--- config.mk ---
export PLATFORM = sky130hd
export DESIGN_NAME = dmrt_timer
export DESIGN_NICKNAME = d
export VERILOG_FILES = /design/src/dmrt_byte_cnt.v /design/src/dmrt_tick_gen.v /design/src/dmrt_timer.v
export VERILOG_INCLUDE_DIRS = /design/src
export SDC_FILE = /design/constraint.sdc
export NUM_CORES = 1
export LEC_CHECK = 0
export CAP_MARGIN = 15
export CORE_MARGIN = 3
export CORE_UTILIZATION = 40
export CTS_CLUSTER_DIAMETER = 50
export DETAILED_ROUTE_END_ITERATION = 6
export DONT_BUFFER_PORTS = 1
export GPL_TIMING_DRIVEN = 0
export PLACE_DENSITY = 0.65
export SETUP_SLACK_MARGIN = 0.2
export SYNTH_ARGS = -nofsm -noshare
export SYNTH_HDL_FRONTEND = slang
export SYNTH_SLANG_ARGS = --single-unit
--- constraint.sdc ---
create_clock -name i_clock -period 3.4 [get_ports i_clock]
set_input_delay 0.34 -clock i_clock [delete_from_list [all_inputs] [get_ports i_clock]]
set_output_delay 0.34 -clock i_clock [all_outputs]
set_load 0.01 [all_outputs]
--- src/dmrt_consts.vh ---
// Register map, field positions, reset values and divider counts of the reload timer.
`ifndef DMRT_CONSTS_VH
`define DMRT_CONSTS_VH
// Register addresses on the byte-wide register port.
`define DMRT_ADDR_CTRL 8'hC8
`define DMRT_ADDR_RLL 8'hCA
`define DMRT_ADDR_RLH 8'hCB
`define DMRT_ADDR_CNTL 8'hCC
`define DMRT_ADDR_CNTH 8'hCD
`define DMRT_ADDR_CKSEL 8'hD0
`define DMRT_ADDR_ISTS 8'hD1
`define DMRT_ADDR_IMSK 8'hD2
// Field positions in timer_control.
`define DMRT_CTRL_HFLAG 7
`define DMRT_CTRL_LFLAG 6
`define DMRT_CTRL_LBEN 5
`define DMRT_CTRL_CAPEN 4
`define DMRT_CTRL_SPLIT 3
`define DMRT_CTRL_RUN 2
`define DMRT_CTRL_XCLK 0
// Field positions in the clock select and global enable register.
`define DMRT_CKSEL_LSEL 0
`define DMRT_CKSEL_HSEL 1
`define DMRT_CKSEL_GIE 2
// Field positions in the interrupt status and mask registers.
`define DMRT_INT_HOVF 0
`define DMRT_INT_LOVF 1
`define DMRT_INT_CAP 2
// Reset values.
`define DMRT_CTRL_RST 8'h00
`define DMRT_RL_RST 8'h00
`define DMRT_CNT_RST 8'h00
`define DMRT_CKSEL_RST 3'h0
`define DMRT_INT_RST 3'h0
// Clock dividers: system clock by 12, external oscillator by 8.
`define DMRT_SYS_DIV 4'hC
`define DMRT_EXT_DIV 4'h8
`endif

--- src/dmrt_byte_cnt.v ---
// One byte of the timer count with software write, increment and reload on wrap.
`timescale 1ns/100ps
`include "dmrt_consts.vh"
module dmrt_byte_cnt (
  input wire i_clock, // System clock.
  input wire i_arst_n, // Asynchronous reset, active low.
  input wire i_wr, // Software writes the count.
  input wire [7:0] i_wdata, // Value written by software.
  input wire i_inc, // Count enable for this cycle.
  input wire i_reload, // On wrap, load i_rl_val instead of zero.
  input wire [7:0] i_rl_val, // Reload value.
  output reg [7:0] o_count, // Current count.
  output wire o_wrap // High when this increment leaves 0xFF, to 0x00 or to i_rl_val.
);
  // Wrap depends only on enable and count, never on reload, to avoid a loop.
  assign o_wrap = i_inc & (o_count == 8'hFF);

  // A software write beats a same-cycle increment so software always sees its value.
  always @(posedge i_clock or negedge i_arst_n) begin
    if (!i_arst_n) begin
      o_count <= `DMRT_CNT_RST;
    end else if (i_wr) begin
      o_count <= i_wdata;
    end else if (i_inc) begin
      if (o_wrap) begin
        o_count <= i_reload ? i_rl_val : 8'h00;
      end else begin
        o_count <= o_count + 8'h01;
      end
    end
  end
endmodule

--- src/dmrt_tick_gen.v ---
// Count-enable generator: system clock divided by 12 and external oscillator divided by 8.
`timescale 1ns/100ps
`include "dmrt_consts.vh"
module dmrt_tick_gen #(
  parameter [3:0] SYS_DIV = `DMRT_SYS_DIV,
  parameter [3:0] EXT_DIV = `DMRT_EXT_DIV
) (
  input wire i_clock, // System clock.
  input wire i_arst_n, // Asynchronous reset, active low.
  input wire i_ext_osc, // External oscillator pin, asynchronous.
  output reg o_sys_tick, // One-cycle pulse every SYS_DIV clocks.
  output reg o_ext_tick // One-cycle pulse every EXT_DIV oscillator edges.
);
  reg [3:0] sys_cnt_ff; // Prescaler for the system clock.
  reg [3:0] ext_cnt_ff; // Counter of synchronised oscillator edges.
  reg ext_s1_ff; // First synchroniser stage.
  reg ext_s2_ff; // Second synchroniser stage.
  reg ext_s3_ff; // Delayed copy for edge detection.
  wire ext_rise = ext_s2_ff & ~ext_s3_ff; // Synchronised rising edge.

  // The oscillator is resynchronised, so it must run well below half the system clock.
  always @(posedge i_clock or negedge i_arst_n) begin
    if (!i_arst_n) begin
      sys_cnt_ff <= 4'h0;
      ext_cnt_ff <= 4'h0;
      ext_s1_ff <= 1'b0;
      ext_s2_ff <= 1'b0;
      ext_s3_ff <= 1'b0;
      o_sys_tick <= 1'b0;
      o_ext_tick <= 1'b0;
    end else begin
      ext_s1_ff <= i_ext_osc;
      ext_s2_ff <= ext_s1_ff;
      ext_s3_ff <= ext_s2_ff;
      o_sys_tick <= (sys_cnt_ff == SYS_DIV - 4'h1);
      sys_cnt_ff <= (sys_cnt_ff == SYS_DIV - 4'h1) ? 4'h0 : sys_cnt_ff + 4'h1;
      o_ext_tick <= ext_rise & (ext_cnt_ff == EXT_DIV - 4'h1);
      if (ext_rise) begin
        ext_cnt_ff <= (ext_cnt_ff == EXT_DIV - 4'h1) ? 4'h0 : ext_cnt_ff + 4'h1;
      end
    end
  end
endmodule

--- src/dmrt_timer.v ---
// Dual-mode reload timer: one 16-bit or two 8-bit auto-reload counters with flags.
// Contract
// - Low byte rollover sets low overflow flag.
// - Low flag interrupts only when both enables set.
// - Low flag set in both modes.
// - Low flag stays until software clears it.
// - Low interrupt enable zero suppresses low interrupts.
// - Split bit selects 16-bit or two 8-bit.
// - Run bit gates whole counter, split: high only.
// - Split mode low byte always counts.
// - 16-bit wrap reloads and sets high flag.
// - Per-byte select: system_clock, system_clock/12 or ext/8; the choice of /12 or ext/8 is one bit shared by both bytes.
// - Split bytes reload from own reload byte.
// - Hardware never clears either overflow flag.
`timescale 1ns/100ps
`include "dmrt_consts.vh"
module dmrt_timer #(
  parameter [3:0] SYS_DIV = `DMRT_SYS_DIV,
  parameter [3:0] EXT_DIV = `DMRT_EXT_DIV
) (
  input wire i_clock, // System clock, 25 MHz.
  input wire i_arst_n, // Asynchronous reset, active low.
  input wire [7:0] i_addr, // Register address.
  input wire [7:0] i_wdata, // Register write data.
  input wire i_wr, // Write strobe, one cycle.
  input wire i_rd, // Read strobe, one cycle.
  output reg [7:0] o_rdata, // Read data, valid the cycle after i_rd.
  input wire i_ext_osc, // External oscillator pin.
  input wire i_lfo, // Low-frequency oscillator output pin.
  output wire o_irq // Level interrupt request, active high.
);

  // Reset images of the byte-wide registers. Fields are picked out by position,
  // so a change of reset value needs an edit of the shared header only.
  localparam [7:0] CTRL_RST = `DMRT_CTRL_RST; // Reset image of timer_control.
  localparam [2:0] CKSEL_RST = `DMRT_CKSEL_RST; // Reset image of the clock select register.

  // Picks the count enable of one byte from its select bit and the external select.
  // The fast select overrides the external select, so the external select only
  // matters for a byte that is not running at the full system clock rate.
  function sel_tick;
    input fast_sel;
    input ext_sel;
    input sys_tick;
    input ext_tick;
    begin
      if (fast_sel) begin
        sel_tick = 1'b1;
      end else if (ext_sel) begin
        sel_tick = ext_tick;
      end else begin
        sel_tick = sys_tick;
      end
    end
  endfunction

  // Software-visible state.
  reg high_overflow_flag_ff; // High byte or full overflow flag.
  reg low_overflow_flag_ff; // Low byte overflow flag.
  reg low_byte_irq_enable_ff; // Low byte interrupt enable.
  reg lfo_capture_enable_ff; // Oscillator capture enable.
  reg split_mode_select_ff; // 1 selects two 8-bit counters.
  reg run_control_ff; // Run control.
  reg external_clock_select_ff; // 1 selects external oscillator by 8.
  reg [7:0] reload_low_byte_ff; // Low reload byte.
  reg [7:0] reload_high_byte_ff; // High reload byte.
  reg low_byte_clock_select_ff; // 1 runs the low byte on the system clock.
  reg high_byte_clock_select_ff; // 1 runs the high byte on the system clock.
  reg timer_irq_enable_ff; // Global timer interrupt enable.
  reg [2:0] irq_status_ff; // Sticky interrupt events, write one to clear.
  reg [2:0] irq_mask_ff; // Interrupt mask, 1 passes the event.

  // Next values, built by the combinational processes below.
  // Keeping them apart from the flip-flops lets every priority be read in one place.
  reg nxt_high_overflow_flag; // Next high overflow flag.
  reg nxt_low_overflow_flag; // Next low overflow flag.
  reg [7:0] nxt_reload_low_byte; // Next low reload byte.
  reg [7:0] nxt_reload_high_byte; // Next high reload byte.
  reg [2:0] nxt_irq_status; // Next interrupt status.

  // Oscillator capture synchroniser.
  reg lfo_s1_ff; // First stage, read only by the second.
  reg lfo_s2_ff; // Second stage.
  reg lfo_s3_ff; // Delayed copy for falling edge detection.

  // Decoded strobes.
  // A write to an address that is not decoded here is dropped without effect.
  wire wr_ctrl = i_wr & (i_addr == `DMRT_ADDR_CTRL);
  wire wr_rll = i_wr & (i_addr == `DMRT_ADDR_RLL);
  wire wr_rlh = i_wr & (i_addr == `DMRT_ADDR_RLH);
  wire wr_cntl = i_wr & (i_addr == `DMRT_ADDR_CNTL);
  wire wr_cnth = i_wr & (i_addr == `DMRT_ADDR_CNTH);
  wire wr_cksel = i_wr & (i_addr == `DMRT_ADDR_CKSEL);
  wire wr_ists = i_wr & (i_addr == `DMRT_ADDR_ISTS);
  wire wr_imsk = i_wr & (i_addr == `DMRT_ADDR_IMSK);

  // Counter datapath.
  // Both byte counters are the same module; only their enables and reload
  // controls differ between the 16-bit mode and the split mode.
  wire sys_tick; // System clock divided by 12.
  wire ext_tick; // External oscillator divided by 8.
  wire tick_low; // Selected enable of the low byte.
  wire tick_high; // Selected enable of the high byte.
  wire inc_low; // Low byte counts this cycle.
  wire inc_high; // High byte counts this cycle.
  wire reload_low; // Low byte reloads on its wrap.
  wire wrap_low; // Low byte wraps this cycle.
  wire wrap_high; // High byte or full counter wraps this cycle.
  wire [7:0] count_low_byte; // Low count.
  wire [7:0] count_high_byte; // High count.
  wire capture_evt; // Capture happens this cycle.

  // Dividers for the two slow count rates.
  // Both dividers run freely from reset, so the first slow tick after a change of
  // source may come early; this costs at most one tick and saves a restart path.
  dmrt_tick_gen #(
    .SYS_DIV(SYS_DIV),
    .EXT_DIV(EXT_DIV)
  ) u_tick (
    .i_clock(i_clock),
    .i_arst_n(i_arst_n),
    .i_ext_osc(i_ext_osc),
    .o_sys_tick(sys_tick),
    .o_ext_tick(ext_tick)
  );

  // Each byte picks its own rate; the external select is shared.
  assign tick_low = sel_tick(low_byte_clock_select_ff, external_clock_select_ff,
                             sys_tick, ext_tick);
  assign tick_high = sel_tick(high_byte_clock_select_ff, external_clock_select_ff,
                              sys_tick, ext_tick);

  // In 16-bit mode the low byte clock drives the pair and run gates it all.
  // In split mode the low byte ignores run and the high byte has its own rate.
  // In 16-bit mode the high byte counts on the low wrap only, so the pair can
  // never be seen with the high byte ahead of a carry from the low byte.
  assign inc_low = split_mode_select_ff ? tick_low : (tick_low & run_control_ff);
  assign inc_high = split_mode_select_ff ? (tick_high & run_control_ff) : wrap_low;

  // In 16-bit mode the low byte reloads only when the whole count wraps.
  assign reload_low = split_mode_select_ff | wrap_high;

  // Low byte counter.
  dmrt_byte_cnt u_low (
    .i_clock(i_clock),
    .i_arst_n(i_arst_n),
    .i_wr(wr_cntl),
    .i_wdata(i_wdata),
    .i_inc(inc_low),
    .i_reload(reload_low),
    .i_rl_val(reload_low_byte_ff),
    .o_count(count_low_byte),
    .o_wrap(wrap_low)
  );

  // High byte counter; it always reloads on its own wrap.
  dmrt_byte_cnt u_high (
    .i_clock(i_clock),
    .i_arst_n(i_arst_n),
    .i_wr(wr_cnth),
    .i_wdata(i_wdata),
    .i_inc(inc_high),
    .i_reload(1'b1),
    .i_rl_val(reload_high_byte_ff),
    .o_count(count_high_byte),
    .o_wrap(wrap_high)
  );

  // Capture on a falling edge of the synchronised oscillator when both enables are set.
  // The copy is the count as it stands before the capturing edge; an increment
  // in that same cycle is not part of the captured value.
  assign capture_evt = ~lfo_s2_ff & lfo_s3_ff & lfo_capture_enable_ff
                       & timer_irq_enable_ff;

  // Oscillator synchroniser; only the second and third stages feed logic.
  // All stages reset low, the idle level of the pin, so that no false falling
  // edge and hence no false capture follows the release of reset.
  always @(posedge i_clock or negedge i_arst_n) begin
    if (!i_arst_n) begin
      lfo_s1_ff <= 1'b0;
      lfo_s2_ff <= 1'b0;
      lfo_s3_ff <= 1'b0;
    end else begin
      lfo_s1_ff <= i_lfo;
      lfo_s2_ff <= lfo_s1_ff;
      lfo_s3_ff <= lfo_s2_ff;
    end
  end

  // Overflow flags: a hardware set wins over a software clear in the same cycle.
  // Nothing but a software write of zero ever clears them.
  // A software write of one sets a flag, which lets software exercise its
  // overflow handling without waiting for a real wrap.
  always @* begin
    nxt_high_overflow_flag = high_overflow_flag_ff;
    nxt_low_overflow_flag = low_overflow_flag_ff;
    if (wr_ctrl) begin
      nxt_high_overflow_flag = i_wdata[`DMRT_CTRL_HFLAG];
      nxt_low_overflow_flag = i_wdata[`DMRT_CTRL_LFLAG];
    end
    if (wrap_high) begin
      nxt_high_overflow_flag = 1'b1;
    end
    if (wrap_low) begin
      nxt_low_overflow_flag = 1'b1;
    end
  end

  // Reload bytes: the capture copy wins over a software write in the same cycle,
  // because losing a capture would lose an oscillator period measurement.
  always @* begin
    nxt_reload_low_byte = reload_low_byte_ff;
    nxt_reload_high_byte = reload_high_byte_ff;
    if (wr_rll) begin
      nxt_reload_low_byte = i_wdata;
    end
    if (wr_rlh) begin
      nxt_reload_high_byte = i_wdata;
    end
    if (capture_evt) begin
      nxt_reload_low_byte = count_low_byte;
      nxt_reload_high_byte = count_high_byte;
    end
  end

  // Interrupt events: write one to clear, a new event wins over the clear.
  // The low event is recorded only while its enable is set.
  // The high event and the capture event are recorded whenever they happen,
  // so the mask and the global enable decide whether they reach the interrupt output.
  always @* begin
    nxt_irq_status = irq_status_ff;
    if (wr_ists) begin
      nxt_irq_status = irq_status_ff & ~i_wdata[2:0];
    end
    if (wrap_high) begin
      nxt_irq_status[`DMRT_INT_HOVF] = 1'b1;
    end
    if (wrap_low & low_byte_irq_enable_ff) begin
      nxt_irq_status[`DMRT_INT_LOVF] = 1'b1;
    end
    if (capture_evt) begin
      nxt_irq_status[`DMRT_INT_CAP] = 1'b1;
    end
  end

  // Interrupt needs the global enable and an unmasked pending event.
  // It is built from flip-flops only, so bus decode glitches never reach the pin.
  assign o_irq = timer_irq_enable_ff & (|(irq_status_ff & irq_mask_ff));

  // Control, configuration and interrupt registers.
  // Control and clock select fields take their reset values bit by bit from the reset images above, so that no
  // reset assignment narrows a wider constant.
  always @(posedge i_clock or negedge i_arst_n) begin
    if (!i_arst_n) begin
      high_overflow_flag_ff <= CTRL_RST[`DMRT_CTRL_HFLAG];
      low_overflow_flag_ff <= CTRL_RST[`DMRT_CTRL_LFLAG];
      low_byte_irq_enable_ff <= CTRL_RST[`DMRT_CTRL_LBEN];
      lfo_capture_enable_ff <= CTRL_RST[`DMRT_CTRL_CAPEN];
      split_mode_select_ff <= CTRL_RST[`DMRT_CTRL_SPLIT];
      run_control_ff <= CTRL_RST[`DMRT_CTRL_RUN];
      external_clock_select_ff <= CTRL_RST[`DMRT_CTRL_XCLK];
      reload_low_byte_ff <= `DMRT_RL_RST;
      reload_high_byte_ff <= `DMRT_RL_RST;
      low_byte_clock_select_ff <= CKSEL_RST[`DMRT_CKSEL_LSEL];
      high_byte_clock_select_ff <= CKSEL_RST[`DMRT_CKSEL_HSEL];
      timer_irq_enable_ff <= CKSEL_RST[`DMRT_CKSEL_GIE];
      irq_status_ff <= `DMRT_INT_RST;
      irq_mask_ff <= `DMRT_INT_RST;
    end else begin
      high_overflow_flag_ff <= nxt_high_overflow_flag;
      low_overflow_flag_ff <= nxt_low_overflow_flag;
      reload_low_byte_ff <= nxt_reload_low_byte;
      reload_high_byte_ff <= nxt_reload_high_byte;
      irq_status_ff <= nxt_irq_status;
      if (wr_ctrl) begin
        low_byte_irq_enable_ff <= i_wdata[`DMRT_CTRL_LBEN];
        lfo_capture_enable_ff <= i_wdata[`DMRT_CTRL_CAPEN];
        split_mode_select_ff <= i_wdata[`DMRT_CTRL_SPLIT];
        run_control_ff <= i_wdata[`DMRT_CTRL_RUN];
        external_clock_select_ff <= i_wdata[`DMRT_CTRL_XCLK];
      end
      if (wr_cksel) begin
        low_byte_clock_select_ff <= i_wdata[`DMRT_CKSEL_LSEL];
        high_byte_clock_select_ff <= i_wdata[`DMRT_CKSEL_HSEL];
        timer_irq_enable_ff <= i_wdata[`DMRT_CKSEL_GIE];
      end
      if (wr_imsk) begin
        irq_mask_ff <= i_wdata[2:0];
      end
    end
  end

  // Read data is registered and stands for the one cycle after the strobe.
  // Unused bits and unmapped addresses read as zero.
  // Returning zero outside the answer cycle keeps a shared read bus quiet, at
  // the cost of the data being gone one cycle after the answer.
  // Counts are read one byte at a time, so a running 16-bit count may carry
  // between the two reads; software that needs a consistent pair stops the timer.
  always @(posedge i_clock or negedge i_arst_n) begin
    if (!i_arst_n) begin
      o_rdata <= 8'h00;
    end else if (i_rd) begin
      case (i_addr)
        `DMRT_ADDR_CTRL: begin
          o_rdata <= {high_overflow_flag_ff, low_overflow_flag_ff,
                      low_byte_irq_enable_ff, lfo_capture_enable_ff,
                      split_mode_select_ff, run_control_ff, 1'b0,
                      external_clock_select_ff};
        end
        `DMRT_ADDR_RLL: begin
          o_rdata <= reload_low_byte_ff;
        end
        `DMRT_ADDR_RLH: begin
          o_rdata <= reload_high_byte_ff;
        end
        `DMRT_ADDR_CNTL: begin
          o_rdata <= count_low_byte;
        end
        `DMRT_ADDR_CNTH: begin
          o_rdata <= count_high_byte;
        end
        `DMRT_ADDR_CKSEL: begin
          o_rdata <= {5'h00, timer_irq_enable_ff, high_byte_clock_select_ff,
                      low_byte_clock_select_ff};
        end
        `DMRT_ADDR_ISTS: begin
          o_rdata <= {5'h00, irq_status_ff};
        end
        `DMRT_ADDR_IMSK: begin
          o_rdata <= {5'h00, irq_mask_ff};
        end
        default: begin
          o_rdata <= 8'h00;
        end
      endcase
    end else begin
      o_rdata <= 8'h00;
    end
  end
endmodule

==> summary.md <==
| Metric | Value |
|---|---|
| VDD IR max | `0.000290 V` |
| Int Pwr | `1470 uW` |
| Via count | `3063` |
| Min cycle time layout | `2.30 ns` |
| Worst-skew pair later-pin latency | `0.34 ns` |
| Drt first pass iters | `5` |
| Critical Path Sink Type | `register` |
| Max Buffers Root-to-Sink | `2` |
| Setup Fix Bufs, Post-CTS | `0` |
| Chip height | `104 um` |
| Initial antenna violation count | `0` |
| CTS tree | `done` |
| Fin crit share | `67.7%` |
| Clk pin slew, worst setup/hold paths | `0.07 ns` |
| CTS root buffer | `clkbuf_8` |
| Antenna Nets Post-Route | `0` |
| Met1 wire length | `4300 um` |
| HPWL Detailed | `6960 um` |
| WL met2 | `4780 um` |
| Async S/R FF share, synth | `100%` |
| Synthesized cell area | `3850 um2` |
| Count of cell types in the netlist | `55` |
| Combinational share of power | `11.6%` |
| Pleak | `0.00180 uW` |
| Multi-input logic area | `1950 um2` |
| Max Freq | `435 MHz` |
| Sequential share of power | `50.6%` |
| Placed Instance Area | `4020 um2` |
| Initial DRC Count | `247` |
| Clock Skews | `0.00786 ns` |
| Row cnt | `35` |
| Outcome | `completed` |
| First-pass GRT wire length | `16300 um` |
| Total gr overflow | `0` |
| Synthesized area per cell | `10.1 um2` |
| Placed instance count | `510` |
| Worst Path Max Fanout | `9` |
| DR top layer | `met4` |
| Sequential share of the synthesized area | `46.7%` |
| Core area | `9280 um2` |
| Largest net degree at the start of global routing | `73` |
| Worst slew pin tran | `0.911 ns` |
| Vias in the first global route | `3031` |
| Layout cells sized above 1 | `13.0%` |
| Initial Util | `41.5%` |
| Final WL | `9770 um` |
| Synth-to-Final Area Change | `11.0%` |
| Number of diodes | `0` |
| Post-synth EDFFs | `0` |
| Nets | `421` |
| Startpoint types | `register` |
| Power density cells | `466 nW/um2` |
| Clock Sinks | `72` |
| Final Hold Vio Count | `0` |
| Worst EP required | `3.65 ns` |
| Total GRT Usage | `18.6%` |
| Filler instances | `901` |
| Residual DRC | `0` |
| Sw frac | `26.2%` |
| Die width | `104 um` |
| Met3 wire length | `562 um` |
| Total CTS buffers | `9` |
| Crit path DAT | `2.55 ns` |
| Sw Pwr | `522 uW` |
| H-Tree Depth | `3` |
| GP Congestion | `0.919` |
| Hold WS | `0.0201 ns` |
| Final Non-Filler Cells | `529` |
| IO buf count | `0` |
| Setup TNS Final | `0 ns` |
| RSZ-0062 raised after global routing | `no` |
| Synthesis-stage register bit count | `72` |
| Post-route cell area | `4280 um2` |
| Relative slew slack | `38.8%` |
| Setup Crit Path Kind | `reg2reg` |
| Seq. cell area | `1800 um2` |
| Hold Crit Class | `in2reg` |
| Max-Cap Viols | `0` |
| Clock network fraction of total power | `37.7%` |
| Routed length per instance | `18.5 um` |
| Ys Warns | `0` |
| Cells after Synth | `381` |
| Die area | `10900 um2` |
| Final Max Slew Viols | `0` |
| Ys flop type | `dfrtp_1` |
| Setup violations, final | `0` |
| Syn_nets | `407` |
| Top Ports | `31` |
| DR vias/cell | `5.79` |
==> stage by stage <==
stage / setup slack [ns] / util [%] / power (uW)
after floorplan: 1.48 / - / 1170
after global placement: 1.24 / 43.3 / 1220
after detailed placement: 1.20 / 43.3 / 1230
after CTS: 1.16 / 46.0 / 2010
after global routing: 0.966 / 46.1 / 2080
final: 1.10 / 46.1 / 1990
==> logic make-up after synthesis <==
logic type               after synthesis  share of synthesized area [%]
buffers and inverters                 20                           2.69
adder cells (fa/ha/maj)                4                           1.30
flip-flops                            72                           46.7
multiplexers                          49                           13.2
AND/OR/NAND/NOR                      138                           19.4
AO/OA/AOI/OAI                         94                           15.7
XOR/XNOR                               4                          0.909
==> routing by layer <==
metal,vias to the layer above,GRT usage (%)
met5,-,0
met4,0,5.51
met3,18,3.97
met2,105,30.6
met1,1500,24.6
li1,1440,-
==> path summary, 6_finish.rpt <==
check                                 start  cells past startpoint                  end  slack (ns)
min in group asynchronous          i_arst_n                      2     irq_status_ff[0]        0.53
setup / recovery           u_low.o_count[0]                      7     u_low.o_count[4]        1.10
hold reg to reg                   lfo_s1_ff                      0            lfo_s2_ff        0.35
max in group asynchronous          i_arst_n                      2  timer_irq_enable_ff        2.55
hold / removal                    i_ext_osc                      0     u_tick.ext_s1_ff        0.02
setup reg to reg           u_low.o_count[0]                      7     u_low.o_count[4]        1.10
==> layout by cell type, fill, tap and decap left out, drive strengths merged, types with 3 or more instances in the layout <==
master and count:
o21ai 15, o31ai 6, nor3b 4, nor3 5, nor2b 4, ha 4, nand2 42, and3 7
a22oi 5, nand4 7, nand3 9, a31oi 11, dfrtp 72, clkbuf 22, and4 5, mux2i 34
nor4 3, mux2 15, buf 10, a221oi 6, xnor2 3, nand2b 5, a21oi 31, nor2 38
==> cell type report <==
| type | count | area share [%] |
|---|---|---|
| buffer | 18 | 2.25 |
| clock buffer | 13 | 3.48 |
| clock inverter | 3 | 1.52 |
| inverter | 2 | 0.175 |
| multi-input combinational | 289 | 45.6 |
| sequential | 72 | 42.1 |
| tap | 129 | 3.77 |
| timing repair buffer | 3 | 1.11 |
==> repair_timing <==
| item | 4_1_cts | 5_1_grt |
|---|---|---|
| hold buffers | 2 | 1 |
| gates resized for setup | 0 | 0 |
| hold endpoints to repair | 72 | 1 |
==> flip-flops by register name (all words and copies together), names as in the netlist, 3 cells and up <==
| name | count |
|---|---|
| irq_mask_ff | 3 |
| irq_status_ff | 3 |
| u_tick.ext_cnt_ff | 4 |
| reload_high_byte_ff | 8 |
| u_low.o_count | 8 |
| reload_low_byte_ff | 8 |
| o_rdata | 8 |
| u_high.o_count | 8 |
| u_tick.sys_cnt_ff | 4 |
==> cells in the mapped netlist, drive strengths merged, types with 7 or more instances <==
| master | instances | area, um2 |
|---|---|---|
| a21oi | 31 | 155 |
| a31oi | 11 | 68.8 |
| and3 | 7 | 43.8 |
| buf | 9 | 62.6 |
| clkbuf | 9 | 33.8 |
| dfrtp | 72 | 1800 |
| mux2 | 15 | 169 |
| mux2i | 34 | 340 |
| nand2 | 42 | 163 |
| nand3 | 9 | 45.0 |
| nand4 | 7 | 43.8 |
| nor2 | 38 | 150 |
| o21ai | 15 | 75.1 |
==> power by group through the flow <==
stage          sequential, uW  clock, uW  combinational [uW]
2_1_floorplan             997          0                 174
3_3_place_gp             1020          0                 200
3_5_place_dp             1020          0                 207
4_1_cts                  1010        768                 231
5_1_grt                  1020        800                 263
6_report                 1010        752                 231
==> worst max-delay path, cell delays in order (launching register included) <==
cell      delay, ns
dfrtp_1        0.47
ha_1           0.24
and3_1         0.17
clkbuf_1       0.26
nand2_1        0.28
and3b_1        0.43
a21boi_0       0.14
o31ai_1        0.23
No activity file was read; power rests on OpenSTA's default activity.
